`src/rst_seq_defs.svh`:
```
// Constants for the reset and stop mode recovery sequencer
`ifndef RST_SEQ_DEFS_SVH
`define RST_SEQ_DEFS_SVH

// ----------------------------------------------------------------
// Hold times, in precision oscillator cycles
// ----------------------------------------------------------------
`define RSQ_SHORT_HOLD_CYC 66
`define RSQ_LONG_HOLD_CYC 5000
`define RSQ_CNT_W 13
`define RSQ_MON_W 14

// ----------------------------------------------------------------
// Reset values of outputs
// ----------------------------------------------------------------
`define RSQ_CORE_RST_N_RST 1'b0
`define RSQ_CTRL_RST_RST 1'b1
`define RSQ_WDOSC_RST_RST 1'b1

`endif

```
`src/rst_seq_pkg.sv`:
```
// Types for the reset and stop mode recovery sequencer
package rst_seq_pkg;

   // ----------------------------------------------------------------
   // Sequencer states
   // ----------------------------------------------------------------
   typedef enum logic [1:0] {
      ST_RUN = 2'b00,
      ST_LOAD = 2'b01,
      ST_COUNT = 2'b10,
      ST_PIN_WAIT = 2'b11
   } seq_state_t;

   // Kind of the reset in progress
   typedef enum logic {
      KIND_SYSTEM = 1'b0,
      KIND_STOP = 1'b1
   } rst_kind_t;

   // System clock source choice
   typedef enum logic [1:0] {
      CLK_PREC = 2'b00,
      CLK_XTAL = 2'b01,
      CLK_EXT = 2'b10,
      CLK_WDT = 2'b11
   } clk_src_t;

   // Reset and recovery request bundle
   typedef struct packed {
      logic sys_req;
      logic stop_req;
      logic pin_n;
   } rst_req_t;

endpackage : rst_seq_pkg

```
`src/rst_seq.sv`:
```
// Reset and stop mode recovery sequencer
`timescale 1ns/100ps
`include "rst_seq_defs.svh"
module rst_seq
   import rst_seq_pkg::*;
#(
   parameter int SHORT_HOLD = `RSQ_SHORT_HOLD_CYC,
   parameter int LONG_HOLD = `RSQ_LONG_HOLD_CYC,
   parameter int CNT_W = `RSQ_CNT_W
) (
   input wire logic sys_clk_i,
   input wire logic rst_n_i,
   input wire logic clk_en_i,
   input wire rst_req_t req_i,
   input wire logic xtal_en_i,
   input wire logic clk_sel_wr_i,
   input wire clk_src_t clk_sel_i,
   output logic core_rst_n_o,
   output logic ctrl_rst_o,
   output logic wdosc_rst_o,
   output logic periph_idle_o,
   output logic xtal_run_o,
   output logic wdt_osc_run_o,
   output clk_src_t clk_src_o
);

   // ----------------------------------------------------------------
   // State
   // ----------------------------------------------------------------
   seq_state_t state_r;
   seq_state_t state_nxt;
   rst_kind_t kind_r;
   rst_kind_t kind_nxt;
   logic long_hold_r; // Crystal option used by the hold in progress
   logic cnt_done;
   logic [`RSQ_MON_W-1:0] hold_len_r;

   // Terminal counts, minus one for the load cycle
   localparam logic [CNT_W-1:0] SHORT_LOAD = CNT_W'(SHORT_HOLD - 1);
   localparam logic [CNT_W-1:0] LONG_LOAD = CNT_W'(LONG_HOLD - 1);

   // ----------------------------------------------------------------
   // Decoding functions
   // ----------------------------------------------------------------
   // True when the requests start or restart a system hold
   function automatic logic starts_system(input rst_req_t req, input seq_state_t st);
      return req.sys_req || (!req.pin_n && st == ST_RUN);
   endfunction : starts_system

   // ----------------------------------------------------------------
   // Request decoding
   // ----------------------------------------------------------------
   // A low pin is a system reset source; it beats a stop recovery
   wire sys_start = starts_system(req_i, state_r);
   wire stop_start = req_i.stop_req && !sys_start && (state_r == ST_RUN);
   wire in_load = (state_r == ST_LOAD);
   // Crystal option read at the load edge, so a power-on hold honours it too
   wire [CNT_W-1:0] load_val = xtal_en_i ? LONG_LOAD : SHORT_LOAD;
   wire hold_nxt = (state_nxt != ST_RUN);

   // Next state; a system request restarts any hold in progress
   always_comb begin
      state_nxt = state_r;
      kind_nxt = kind_r;
      if (sys_start) begin
         state_nxt = ST_LOAD;
         kind_nxt = KIND_SYSTEM;
      end else if (stop_start) begin
         state_nxt = ST_LOAD;
         kind_nxt = KIND_STOP;
      end else begin
         case (state_r)
            ST_LOAD: begin
               state_nxt = ST_COUNT;
            end
            ST_COUNT: begin
               if (cnt_done) begin
                  // Pin still low at expiry keeps the core held
                  state_nxt = req_i.pin_n ? ST_RUN : ST_PIN_WAIT;
               end
            end
            ST_PIN_WAIT: begin
               if (req_i.pin_n) begin
                  state_nxt = ST_RUN;
               end
            end
            default: begin
               state_nxt = ST_RUN;
            end
         endcase
      end
   end

   // ----------------------------------------------------------------
   // Hold counter
   // ----------------------------------------------------------------
   hold_counter #(
      .CNT_W(CNT_W)
   ) u_hold_counter (
      .sys_clk_i(sys_clk_i),
      .rst_n_i(rst_n_i),
      .clk_en_i(clk_en_i),
      .load_i(in_load),
      .load_val_i(load_val),
      .done_o(cnt_done)
   );

   // ----------------------------------------------------------------
   // Output next values
   // ----------------------------------------------------------------
   wire ctrl_rst_nxt = hold_nxt && (kind_nxt == KIND_SYSTEM);
   wire clk_sw = !hold_nxt && clk_sel_wr_i;
   wire clk_src_t clk_src_nxt = hold_nxt ? CLK_PREC : (clk_sw ? clk_sel_i : clk_src_o);

   // State registers; reset starts a system hold
   always_ff @(posedge sys_clk_i or negedge rst_n_i) begin
      if (!rst_n_i) begin
         state_r <= ST_LOAD;
         kind_r <= KIND_SYSTEM;
         long_hold_r <= 1'b0;
      end else if (clk_en_i) begin
         state_r <= state_nxt;
         kind_r <= kind_nxt;
         if (in_load) begin
            long_hold_r <= xtal_en_i;
         end
      end
   end

   // Registered outputs
   always_ff @(posedge sys_clk_i or negedge rst_n_i) begin
      if (!rst_n_i) begin
         core_rst_n_o <= `RSQ_CORE_RST_N_RST;
         ctrl_rst_o <= `RSQ_CTRL_RST_RST;
         wdosc_rst_o <= `RSQ_WDOSC_RST_RST;
         periph_idle_o <= 1'b1;
         xtal_run_o <= 1'b0;
         wdt_osc_run_o <= 1'b1;
         clk_src_o <= CLK_PREC;
      end else if (clk_en_i) begin
         core_rst_n_o <= !hold_nxt;
         ctrl_rst_o <= ctrl_rst_nxt;
         wdosc_rst_o <= hold_nxt;
         periph_idle_o <= hold_nxt;
         xtal_run_o <= xtal_en_i;
         wdt_osc_run_o <= 1'b1;
         clk_src_o <= clk_src_nxt;
      end
   end

   // ----------------------------------------------------------------
   // Checks
   // ----------------------------------------------------------------
   // Length of the current hold, saturating
   always_ff @(posedge sys_clk_i or negedge rst_n_i) begin
      if (!rst_n_i) begin
         hold_len_r <= '0;
      end else if (clk_en_i) begin
         if (core_rst_n_o) begin
            hold_len_r <= '0;
         end else if (hold_len_r != '1) begin
            hold_len_r <= hold_len_r + 1'b1;
         end
      end
   end

   a_short_hold_len: assert property (@(posedge sys_clk_i) disable iff (!rst_n_i)
      $rose(core_rst_n_o) && !long_hold_r |-> hold_len_r >= SHORT_HOLD)
      else $error("Short hold ended early");

   a_long_sys_hold: assert property (@(posedge sys_clk_i) disable iff (!rst_n_i)
      $rose(core_rst_n_o) && long_hold_r && kind_r == KIND_SYSTEM |-> hold_len_r >= LONG_HOLD)
      else $error("Long system hold ended early");

   a_long_stop_hold: assert property (@(posedge sys_clk_i) disable iff (!rst_n_i)
      $rose(core_rst_n_o) && long_hold_r && kind_r == KIND_STOP |-> hold_len_r >= LONG_HOLD)
      else $error("Long stop recovery hold ended early");

   a_stop_keeps_ctrl: assert property (@(posedge sys_clk_i) disable iff (!rst_n_i)
      clk_en_i && in_load && kind_r == KIND_STOP && !req_i.sys_req && req_i.pin_n
      |=> !ctrl_rst_o && wdosc_rst_o && !core_rst_n_o)
      else $error("Stop recovery touched other control registers");

   a_sys_loads_ctrl: assert property (@(posedge sys_clk_i) disable iff (!rst_n_i)
      clk_en_i && req_i.sys_req |=> ctrl_rst_o && wdosc_rst_o && !core_rst_n_o)
      else $error("System reset did not reset control registers");

   a_pin_holds_core: assert property (@(posedge sys_clk_i) disable iff (!rst_n_i)
      clk_en_i && !req_i.pin_n |=> !core_rst_n_o)
      else $error("Core released while reset pin low");

   a_osc_keep_run: assert property (@(posedge sys_clk_i) disable iff (!rst_n_i)
      !core_rst_n_o && $past(clk_en_i) && $past(rst_n_i) |-> periph_idle_o && wdt_osc_run_o
      && xtal_run_o == $past(xtal_en_i))
      else $error("Oscillators stopped or peripherals active in reset");

   a_prec_after_rst: assert property (@(posedge sys_clk_i) disable iff (!rst_n_i)
      !core_rst_n_o ##1 (core_rst_n_o && !$past(clk_sel_wr_i)) |-> clk_src_o == CLK_PREC)
      else $error("Clock source not internal oscillator after reset");

   a_cnt_expiry: assert property (@(posedge sys_clk_i) disable iff (!rst_n_i)
      clk_en_i && state_r == ST_COUNT && cnt_done && req_i.pin_n && !req_i.sys_req
      |=> core_rst_n_o && !ctrl_rst_o && !wdosc_rst_o)
      else $error("Core not released at counter expiry");

   // Frozen clock enable keeps state and outputs
   a_freeze_holds_state: assert property (@(posedge sys_clk_i) disable iff (!rst_n_i)
      !clk_en_i |=> $stable(state_r) && $stable(core_rst_n_o) && $stable(ctrl_rst_o)
      && $stable(clk_src_o))
      else $error("State moved while clock enable low");

   // Any system request restarts a system hold
   a_sys_restarts: assert property (@(posedge sys_clk_i) disable iff (!rst_n_i)
      clk_en_i && req_i.sys_req |=> state_r == ST_LOAD && kind_r == KIND_SYSTEM)
      else $error("System request did not restart the hold");

   // Pin released while waiting frees the core at the next edge
   a_pin_release: assert property (@(posedge sys_clk_i) disable iff (!rst_n_i)
      clk_en_i && state_r == ST_PIN_WAIT && req_i.pin_n && !req_i.sys_req |=> core_rst_n_o)
      else $error("Core not released after reset pin deasserted");

   // Stop request during a hold leaves the hold kind alone
   a_stop_ignored: assert property (@(posedge sys_clk_i) disable iff (!rst_n_i)
      clk_en_i && state_r == ST_COUNT && req_i.stop_req && !req_i.sys_req |=> $stable(kind_r))
      else $error("Stop request changed a hold in progress");

   // Stop request taken while running resets the core and wdosc_rst_o, not ctrl_rst_o
   a_stop_take: assert property (@(posedge sys_clk_i) disable iff (!rst_n_i)
      clk_en_i && state_r == ST_RUN && req_i.stop_req && !req_i.sys_req && req_i.pin_n
      |=> !core_rst_n_o && !ctrl_rst_o && wdosc_rst_o)
      else $error("Stop recovery start reset the wrong registers");

endmodule : rst_seq

```
`src/hold_counter.sv`:
```
// Loadable down counter for the reset hold period
`timescale 1ns/100ps
module hold_counter #(
   parameter int CNT_W = 13
) (
   input wire logic sys_clk_i,
   input wire logic rst_n_i,
   input wire logic clk_en_i,
   input wire logic load_i,
   input wire logic [CNT_W-1:0] load_val_i,
   output logic done_o
);

   logic [CNT_W-1:0] cnt_r;
   logic [CNT_W-1:0] cnt_nxt;
   wire cnt_zero = (cnt_r == '0);

   // Next count: load, else count down to zero and stop
   assign cnt_nxt = load_i ? load_val_i : (cnt_zero ? cnt_r : cnt_r - 1'b1);

   // Counter and expiry flag
   always_ff @(posedge sys_clk_i or negedge rst_n_i) begin
      if (!rst_n_i) begin
         cnt_r <= '0;
         done_o <= 1'b0;
      end else if (clk_en_i) begin
         cnt_r <= cnt_nxt;
         done_o <= (cnt_nxt == '0);
      end
   end

endmodule : hold_counter

```
`config.mk`:
```
export PLATFORM = sky130hd
export DESIGN_NAME = rst_seq
export DESIGN_NICKNAME = d
export VERILOG_FILES = /design/src/rst_seq_pkg.sv /design/src/rst_seq.sv /design/src/hold_counter.sv
export VERILOG_INCLUDE_DIRS = /design/src
export SDC_FILE = /design/constraint.sdc
export NUM_CORES = 1
export LEC_CHECK = 0
export BUFFER_PORTS_ARGS = -buffer_cell sky130_fd_sc_hd__buf_2
export CAP_MARGIN = 0
export CORE_ASPECT_RATIO = 1.1
export CORE_MARGIN = 10
export CORE_UTILIZATION = 50
export DETAILED_ROUTE_END_ITERATION = 6
export GPL_TIMING_DRIVEN = 1
export PLACE_DENSITY = 0.7
export SLEW_MARGIN = 15
export SYNTH_ARGS = -nofsm -noshare
export SYNTH_HDL_FRONTEND = slang
export SYNTH_HIERARCHICAL = 1
export SYNTH_SLANG_ARGS = --single-unit
```
`constraint.sdc`:
```
create_clock -name sys_clk_i -period 7.6 [get_ports sys_clk_i]
set_input_delay 0.76 -clock sys_clk_i [delete_from_list [all_inputs] [get_ports sys_clk_i]]
set_output_delay 0.76 -clock sys_clk_i [all_outputs]
set_load 0.005 [all_outputs]
```
==> Word-level counts from Yosys, hierarchy flattened <==
Index checks and enable logic that the tools add are counted.
{ "word_totals": {"elab_cells": 42, "reg_bits": 23} }
{ "classes": {"bitwise": 1, "addsub": 1, "reduce_logical": 15, "eq_ne": 3, "n_mux": 13} }
{ "op_table": {"columns": ["cell", "n"], "rows": [
  ["13-bit 2-to-1 mux", 3],
  ["13-bit logical NOT", 2],
  ["2-bit 2-to-1 mux", 7],
  ["13-bit by 1-bit subtractor with 13-bit output, second input constant", 1],
  ["2-bit case mux with 3 select lines", 1],
  ["1-bit logical AND", 5],
  ["2-bit equality test, second input constant", 2],
  ["2-bit nonzero test", 2],
  ["1-bit logical NOT", 3],
  ["2-bit by 1-bit equality test with 1-bit output, second input constant", 1],
  ["2-bit logical NOT", 1],
  ["1-bit 2-to-1 mux", 2],
  ["2-bit AND reduction", 1],
  ["1-bit logical OR", 1],
  ["1-bit inverter", 1]
]} }

==> Longest topological paths before layout <==
Gate-level depths: netlist of the first run.
{ "depth": {"depth_word": 13, "mapped_depth": 8, "depth_no_buf": 8} }

==> By module <==
Netlist of the first run, hierarchy kept.
{ "by_module_without_submodules": {"columns": ["module", "instances", "area_per_inst_um2", "cells_each"], "rows": [
  ["hold_counter", 1, 1068.5, 129],
  ["rst_seq", 1, 504.2, 49]
]} }

==> Least setup slack after synthesis of the first run <==
OpenSTA, ideal clock, no wires.
{ "synth_timing": {"path_type": "flip-flop to flip-flop", "from": "reg u_hold_counter.cnt_r[0]", "to": "reg u_hold_counter.done_o", "stages_incl_launch_ff": 9, "period_less_slack_ns": 2.503, "n_path_buf": 0, "setup_ns": 0.101, "t_arrival_ns": 2.402, "required_ns": 7.499, "slack_ns": 5.097, "path_cell_list": "dfrtp_1 inv_1 ha_1 or3b_1 or4_1 a221o_1 a211oi_2 o2111ai_1 o32ai_1"} }
{ "synth_between": {"elab_chain_len": 4, "elab_cells_between_ends": 5, "classes_between": "add/sub: 1; mux: 2; reduce/logical: 2"} }
{ "synth_lines": {"columns": ["element", "line", "rtl"], "rows": [
  ["start, declared", "hold_counter.sv:14", "logic [CNT_W-1:0] cnt_r;"],
  ["start signal, assigned", "hold_counter.sv:27", "cnt_r <= cnt_nxt;"],
  ["13-bit by 1-bit subtractor with 13-bit output / 13-bit logical NOT (equally long branches)", "hold_counter.sv:19, hold_counter.sv:16", null],
  ["13-bit 2-to-1 mux (*) (2 in a row)", "hold_counter.sv:19", "assign cnt_nxt = load_i ? load_val_i : (cnt_zero ? cnt_r : cnt_r - 1'b1);"],
  ["13-bit logical NOT (*)", "hold_counter.sv:28", "done_o <= (cnt_nxt == '0);"],
  ["end signal, assigned", "hold_counter.sv:28", null],
  ["end, declared", "hold_counter.sv:11", "output logic done_o"]
]} }
Mark *: on every way between the ends. The rest lies on a longest branch, timed or not.
A chain may end at the register's enable or synchronous reset.

==> Final worst setup path of the first run <==
Same ends and word-level chain as after synthesis.

==> results_dict.tcl, run 1 <==
set metrics [dict create \
    hpwl_um 2690 \
    syn_area_sq_mm 0.00157 \
    yosysUniqueCellTypes 56 \
    cts_root_buffer "clkbuf_4" \
    core_area_sq_mm 0.00302 \
    fmax_ghz 0.363 \
    hold_path.class "input pin to async pin" \
    r2r_setup_slack_ps 4840 \
    reg2reg_to "u_hold_counter/done_o" \
    place_area_sq_mm 0.00169 \
    die_w_um 73.5 \
    cts-resized-gates 0 \
    yosys.area.top_type "dfrtp_1" \
    routed_wl_um 3610 \
    fin_worst_skew_ps 10.4 \
    grt-ovfl-total 0 \
    mostFrequentLayoutCells "o21ai_0, dfrtp_1, buf_2" \
    synth_compound_area_share_pct 26.3 \
    grt_max_degree 27 \
    synth_area_leaders "dfrtp_1, o21ai_0, dfstp_2" \
    num_rows 21 \
    crit_arrival_ps 2980 \
    timing.slew.headroom_pct 45.3 \
    nFillCells 281 \
    start_util_pct 52.0 \
    totalPowerFinal_w 0.000491 \
    crit_chain "inv_1 > ha_1 > or3b_1 > or4_1 > a221o_1 > a211oi_2 > o2111ai_1 > o32ai_1" \
    numCtsBuffers 3 \
    ant_nets 0 \
    async_flop_share_pct 100 \
    numPortBuffers 16 \
    stdcell_area_sq_mm 0.00172 \
    drt_iter0_markers 98 \
    clk_latency_ps 310 \
    setup.worst_path.end_class "flip-flop" \
    syn_avg_cell_area_sq_um 8.84 \
    synth_xor_xnor_area_share_pct 1.67 \
    clockBufferDepth 2 \
    synth_seq_cells 23 \
    rsz0062_at_grt "false" \
    maxCapViolCount 0 \
    drcViolationCount 0 \
    die-area_sq_mm 0.00579 \
    tightest_slew_ps 815 \
    synth_fa_ha_area_share_pct 0.796 \
    viasPerCell 6.13 \
    num_antenna_cells 0 \
    pwr_density_cell_mw_per_mm2 285 \
    r2r_start "u_hold_counter/cnt_r[0]" \
    crit_type "flip-flop to flip-flop" \
    layout.nets 210 \
    setup_viol 0 \
    synth_mux_area_share_pct 4.14 \
    finalCritPeriodShare_pct 36.3 \
    grt_antenna_before_repair 0 \
    period_needed_ps 2760 \
    htreeDepth 1 \
    p_leak_nw 0.725 \
    wl_per_cell_um 15.6 \
    cts_tree "built" \
    syn_to_final_growth_pct 9.31 \
    finalHoldViolations 0 \
    seq_area_frac_synth_pct 36.8 \
    crit_fanout 8 \
    grt_pass1_vias 1421 \
    track_usage_pct 12.9 \
    yosysTopAreaCellShare_pct 31.8 \
    grt_pass1_wl_um 6330 \
    yosys.area_share.simple_pct 24.1 \
    path_clk_slew_ps 130 \
    synth-edff-count 0 \
    hold_buffers 0 \
    first_pass_iters 4 \
    cts.sinks 23 \
    status "finished, final reports clean" \
    slowest_stage "or4_1" \
    synth_ff_type "dfrtp_1" \
    cpPeakStageDelay_ps 490 \
    routabilityCongestion 0.954 \
    start_kind "flip-flop" \
    ir_drop_mv 0.161 \
    slew_violations 0 \
    finalSetupTns_ps 0 \
    crit_required_ps 7830 \
    cts_setup_buffers 0 \
    num_vias 1422 \
    ios 18 \
    die_h_um 78.8 \
    synth_top_family_by_area "compound AO/OA/AOI/OAI gates" \
    syn_inst 178 \
    r2r_cells 8 \
    yosysWarnings 6 \
    layout-drive-gt1-share_pct 18.2 \
]
[worst max path at each step]
stage | startpoint | to | slack [ps] | depth (start not counted)
after detailed placement | u_hold_counter/cnt_r[0] | u_hold_counter/done_o | 4880 | 8
final | u_hold_counter/cnt_r[0] | u_hold_counter/done_o | 4840 | 8
after floorplan | u_hold_counter/cnt_r[0] | u_hold_counter/done_o | 5100 | 8
after global placement | u_hold_counter/cnt_r[0] | u_hold_counter/done_o | 5010 | 8
after global routing | u_hold_counter/cnt_r[0] | u_hold_counter/done_o | 4700 | 8
after CTS | u_hold_counter/cnt_r[0] | u_hold_counter/done_o | 4840 | 8
[stage by stage]
step / worst slack (ps) / hold slack [ps] / utilization [%] / instances
final: 4840 / 398 / 56.9 / 232
after global routing: 4700 / 435 / 56.9 / 232
after CTS: 4840 / 424 / 56.9 / 232
after detailed placement: 4880 / 497 / 56.0 / 228
after global placement: 5010 / 487 / 56.0 / 228
after floorplan: 5100 / 464 / - / 186
[routing by layer]
layer	global-route usage [%]	share of wire (%)	vias to the layer above	wire length (um)
met4	4.85	2.3	0	82
met3	2.36	5.7	10	204
met2	22.6	49	43	1780
li1	-	-	690	-
met1	14.8	43	679	1540
met5	0	0	-	0
[synthesized netlist by cell type, types with 3 or more instances]
library cell and number:
inv_1 12, a21oi_1 9, nor4_1 3, dfrtp_1 20, a21o_1 3, nand2b_1 6
nor3b_1 3, dfstp_2 3, o21a_1 3, o21ai_0 20, nor2_1 6, nor3_1 6
nand2_1 14, mux2_2 4, clkbuf_1 4, nor2b_1 4, o211ai_1 4, o31ai_1 3
[registers in the layout, indices dropped and copies added, names as in the netlist]
name	cells
u_hold_counter/done_o	1
u_hold_counter/cnt_r	13
clk_src_o	2
kind_r	1
periph_idle_o	1
core_rst_n_o	1
ctrl_rst_o	1
xtal_run_o	1
state_r	2
[report_power, final]
group	internal [W]	switching [W]
clock network	0.0000196	0.0000368
logic	0.0000969	0.000123
registers	0.000160	0.0000543
total	0.000276	0.000215
[layout make-up]
class	count	area (sq um)	area share [%]
clock buffer	3	22.5	1.31
clock inverter	1	5.00	0.291
inverter	12	45.0	2.62
multi-input combinational	142	937	54.5
sequential	23	579	33.7
tap	34	42.5	2.47
timing repair buffer	17	87.6	5.09
[cells by family (layout without fill, tap and decap cells)]
family | after synthesis | in the layout
compound gates | 61 | 61
xor+xnor | 3 | 3
buf+inv | 21 | 33
other cells | 2 | 10
simple gates | 61 | 61
flops | 23 | 23
mux | 6 | 6
fa+ha+maj | 1 | 1
[worst max-delay path, delay by kind of cell (launching register included)]
family                     cells  cell delay [ps]
and+or+nand+nor                2              930
DFF                            1              470
buffers and inverters          1              100
AOI/OAI and AO/OA              4              960
adders and majority gates      1              220
Power figures use the tool's default switching activity.
==> run 2, diff against run 1 <==
--- a/config.mk
+++ b/config.mk
@@ -13,7 +13,7 @@
 export CORE_UTILIZATION = 50
 export DETAILED_ROUTE_END_ITERATION = 6
 export GPL_TIMING_DRIVEN = 1
-export PLACE_DENSITY = 0.7
+export PLACE_DENSITY = 0.73
 export SLEW_MARGIN = 15
 export SYNTH_ARGS = -nofsm -noshare
 export SYNTH_HDL_FRONTEND = slang
==> constraint.sdc (replaced) <==
create_clock -name sys_clk_i -period 2.3 [get_ports sys_clk_i]
set_input_delay 0.23 -clock sys_clk_i [delete_from_list [all_inputs] [get_ports sys_clk_i]]
set_output_delay 0.23 -clock sys_clk_i [all_outputs]
set_load 0.005 [all_outputs]
==> run 2 against run 1 <==
Against the previous run:
- the run now ends with setup timing left
- setup slack got worse by 5000 ps
- register-to-register slack got worse by 5000 ps
- utilization increased by 7.4 points
- sequential cell count unchanged
- critical endpoint unchanged
- largest cell class unchanged
==> results_dict.tcl, run 2 (synthesized netlist as in run 1, its figures left out) <==
set metrics [dict create \
    largest_register "u_hold_counter/cnt_r" \
    tightest_slew_ps 518 \
    mostFrequentLayoutCells "buf_4, dfrtp_1, o21ai_0" \
    grt-ovfl-total 0 \
    utilization_pct 64.3 \
    fmax_ghz 0.405 \
    layout.nets 235 \
    viasPerCell 6.15 \
    wl_per_cell_um 16.5 \
    sw_frac_of_total_pct 42.3 \
    track_usage_pct 14.5 \
    status "complete, but fails checks" \
    numPortBuffers 16 \
    routed_wl_um 4250 \
    setup_viol 1 \
    drcViolationCount 0 \
    layout-drive-gt1-share_pct 29.6 \
    worst_slack_ps -167 \
    grt_max_degree 26 \
    die-area_sq_mm 0.00579 \
    syn_to_final_growth_pct 23.5 \
    setup.worst_path.end_class "flip-flop" \
    finalNonFillerCells 257 \
    p_seq_share_pct 34.4 \
    cellInternalPower_w 0.00110 \
    slowest_stage "or4_1" \
    routabilityCongestion 0.924 \
    grt_pass1_vias 1510 \
    ant_nets 0 \
    maxCapViolCount 0 \
    path_clk_slew_ps 140 \
    p_leak_nw 0.851 \
    htreeDepth 1 \
    hpwl_um 3190 \
    period_needed_ps 2470 \
    grt_pass1_wl_um 6840 \
    num_rows 21 \
    hold_path.class "input pin to flip-flop" \
    clockBufferDepth 2 \
    pwr-share-clk_pct 10.4 \
    crit_type "flip-flop to flip-flop" \
    dp_slack_ps -182 \
    ir_drop_mv 0.570 \
    num_vias 1581 \
    cts_tree "built" \
    cpPeakStageDelay_ps 470 \
    finalCritPeriodShare_pct 107 \
    start_kind "flip-flop" \
    grt_antenna_before_repair 0 \
    die_h_um 78.8 \
    drt_iter0_markers 106 \
    pwr-share-comb_pct 55.2 \
    timing.slew.headroom_pct 65.4 \
    crit_required_ps 2540 \
    finalHoldViolations 0 \
    cts.sinks 23 \
    clk_latency_ps 320 \
    numCtsBuffers 3 \
    ios 18 \
    crit_arrival_ps 2700 \
    final_common_cell "buf_4" \
    place_inst 251 \
    pwr_density_cell_mw_per_mm2 981 \
    die_w_um 73.5 \
    slew_violations 0 \
    num_antenna_cells 0 \
    rsz0062_at_grt "true" \
    fin_worst_skew_ps 3.58 \
    cts_root_buffer "clkbuf_4" \
    crit_fanout 2 \
    violations "setup timing" \
    netSwitchingPower_w 0.000806 \
    largest_reg_flops 13 \
    top_regs "u_hold_counter/cnt_r x13, clk_src_o x2, state_r x2" \
    start_util_pct 52.0 \
    first_pass_iters 4 \
    crit_chain "inv_2 > ha_4 > or3b_4 > or4_1 > a221o_1 > a211oi_2 > o2111ai_1 > o32ai_1" \
    core_area_sq_mm 0.00302 \
]
## run 2: cell types whose count changed in the layout (fill, tap and decap cells not counted), sizes merged
cell         change
buf             +24
dlygate4sd3      +1
## run 2: cell type report
type	count	area (sq um)
clock buffer	3	22.5
multi-input combinational	142	971
sequential	23	579
tap	34	42.5
fill	249	1080
inverter	12	45.0
clock inverter	1	5.00
timing repair buffer	42	278
## run 2: worst paths after layout
kind,start,end,slack (ps),cells after the start
max,u_hold_counter/cnt_r[0],u_hold_counter/done_o,-170,8
min,clk_sel_i[1],clk_src_o[1],180,3
max reg2reg,u_hold_counter/cnt_r[0],u_hold_counter/done_o,-170,8
min reg2reg,core_rst_n_o,core_rst_n_o,530,2
max in group asynchronous,rst_n_i,periph_idle_o,1550,2
min in group asynchronous,rst_n_i,u_hold_counter/cnt_r[1],390,2
## run 2: timing repair
item / CTS / global route
buffers inserted: 0 / 1
cloned: 0 / 0
hold buffers: 1 / 0
pin swaps: 1 / 1
resized for setup: 3 / 4
endpoints found under the setup margin: 1 / 2
endpoints found under the hold margin: 20 / 0
## run 2: stage by stage
| stage | TNS [ps] | area [sq um] | hold slack (ps) | total power (W) |
|---|---|---|---|---|
| 3_3_place_gp | -89.0 | 1870 | 226 | 0.00161 |
| 2_1_floorplan | -149 | 1610 | -65.6 | 0.00125 |
| 4_1_cts | -173 | 1920 | 174 | 0.00186 |
| 5_1_grt | -278 | 1940 | 208 | 0.00204 |
| 6_report | -167 | 1940 | 179 | 0.00191 |
| 3_5_place_dp | -182 | 1870 | 233 | 0.00165 |
## run 2: power by group through the flow
| stage | Sequential [W] | Combinational (W) | Clock (W) |
|---|---|---|---|
| after floorplan | 0.000666 | 0.000580 | 0 |
| after global placement | 0.000645 | 0.000965 | 0 |
| after detailed placement | 0.000654 | 0.000995 | 0 |
| after CTS | 0.000649 | 0.00101 | 0.000201 |
| after global routing | 0.000671 | 0.00116 | 0.000215 |
| final | 0.000656 | 0.00105 | 0.000198 |
## run 2: per-layer routing
metal,GRT usage (%),vias up,wire [um]
met3,2.74,16,280
met1,16.3,761,1750
met4,8.02,0,150
met5,0,-,0
met2,24.9,57,2070
li1,-,747,-
## run 2: worst max-delay path: cells and delay by family (launching register included)
family          cells  cell delay, ps
compound gates      4             920
simple gates        2             840
flops               1             410
fa+ha+maj           1             130
buf+inv             1              80
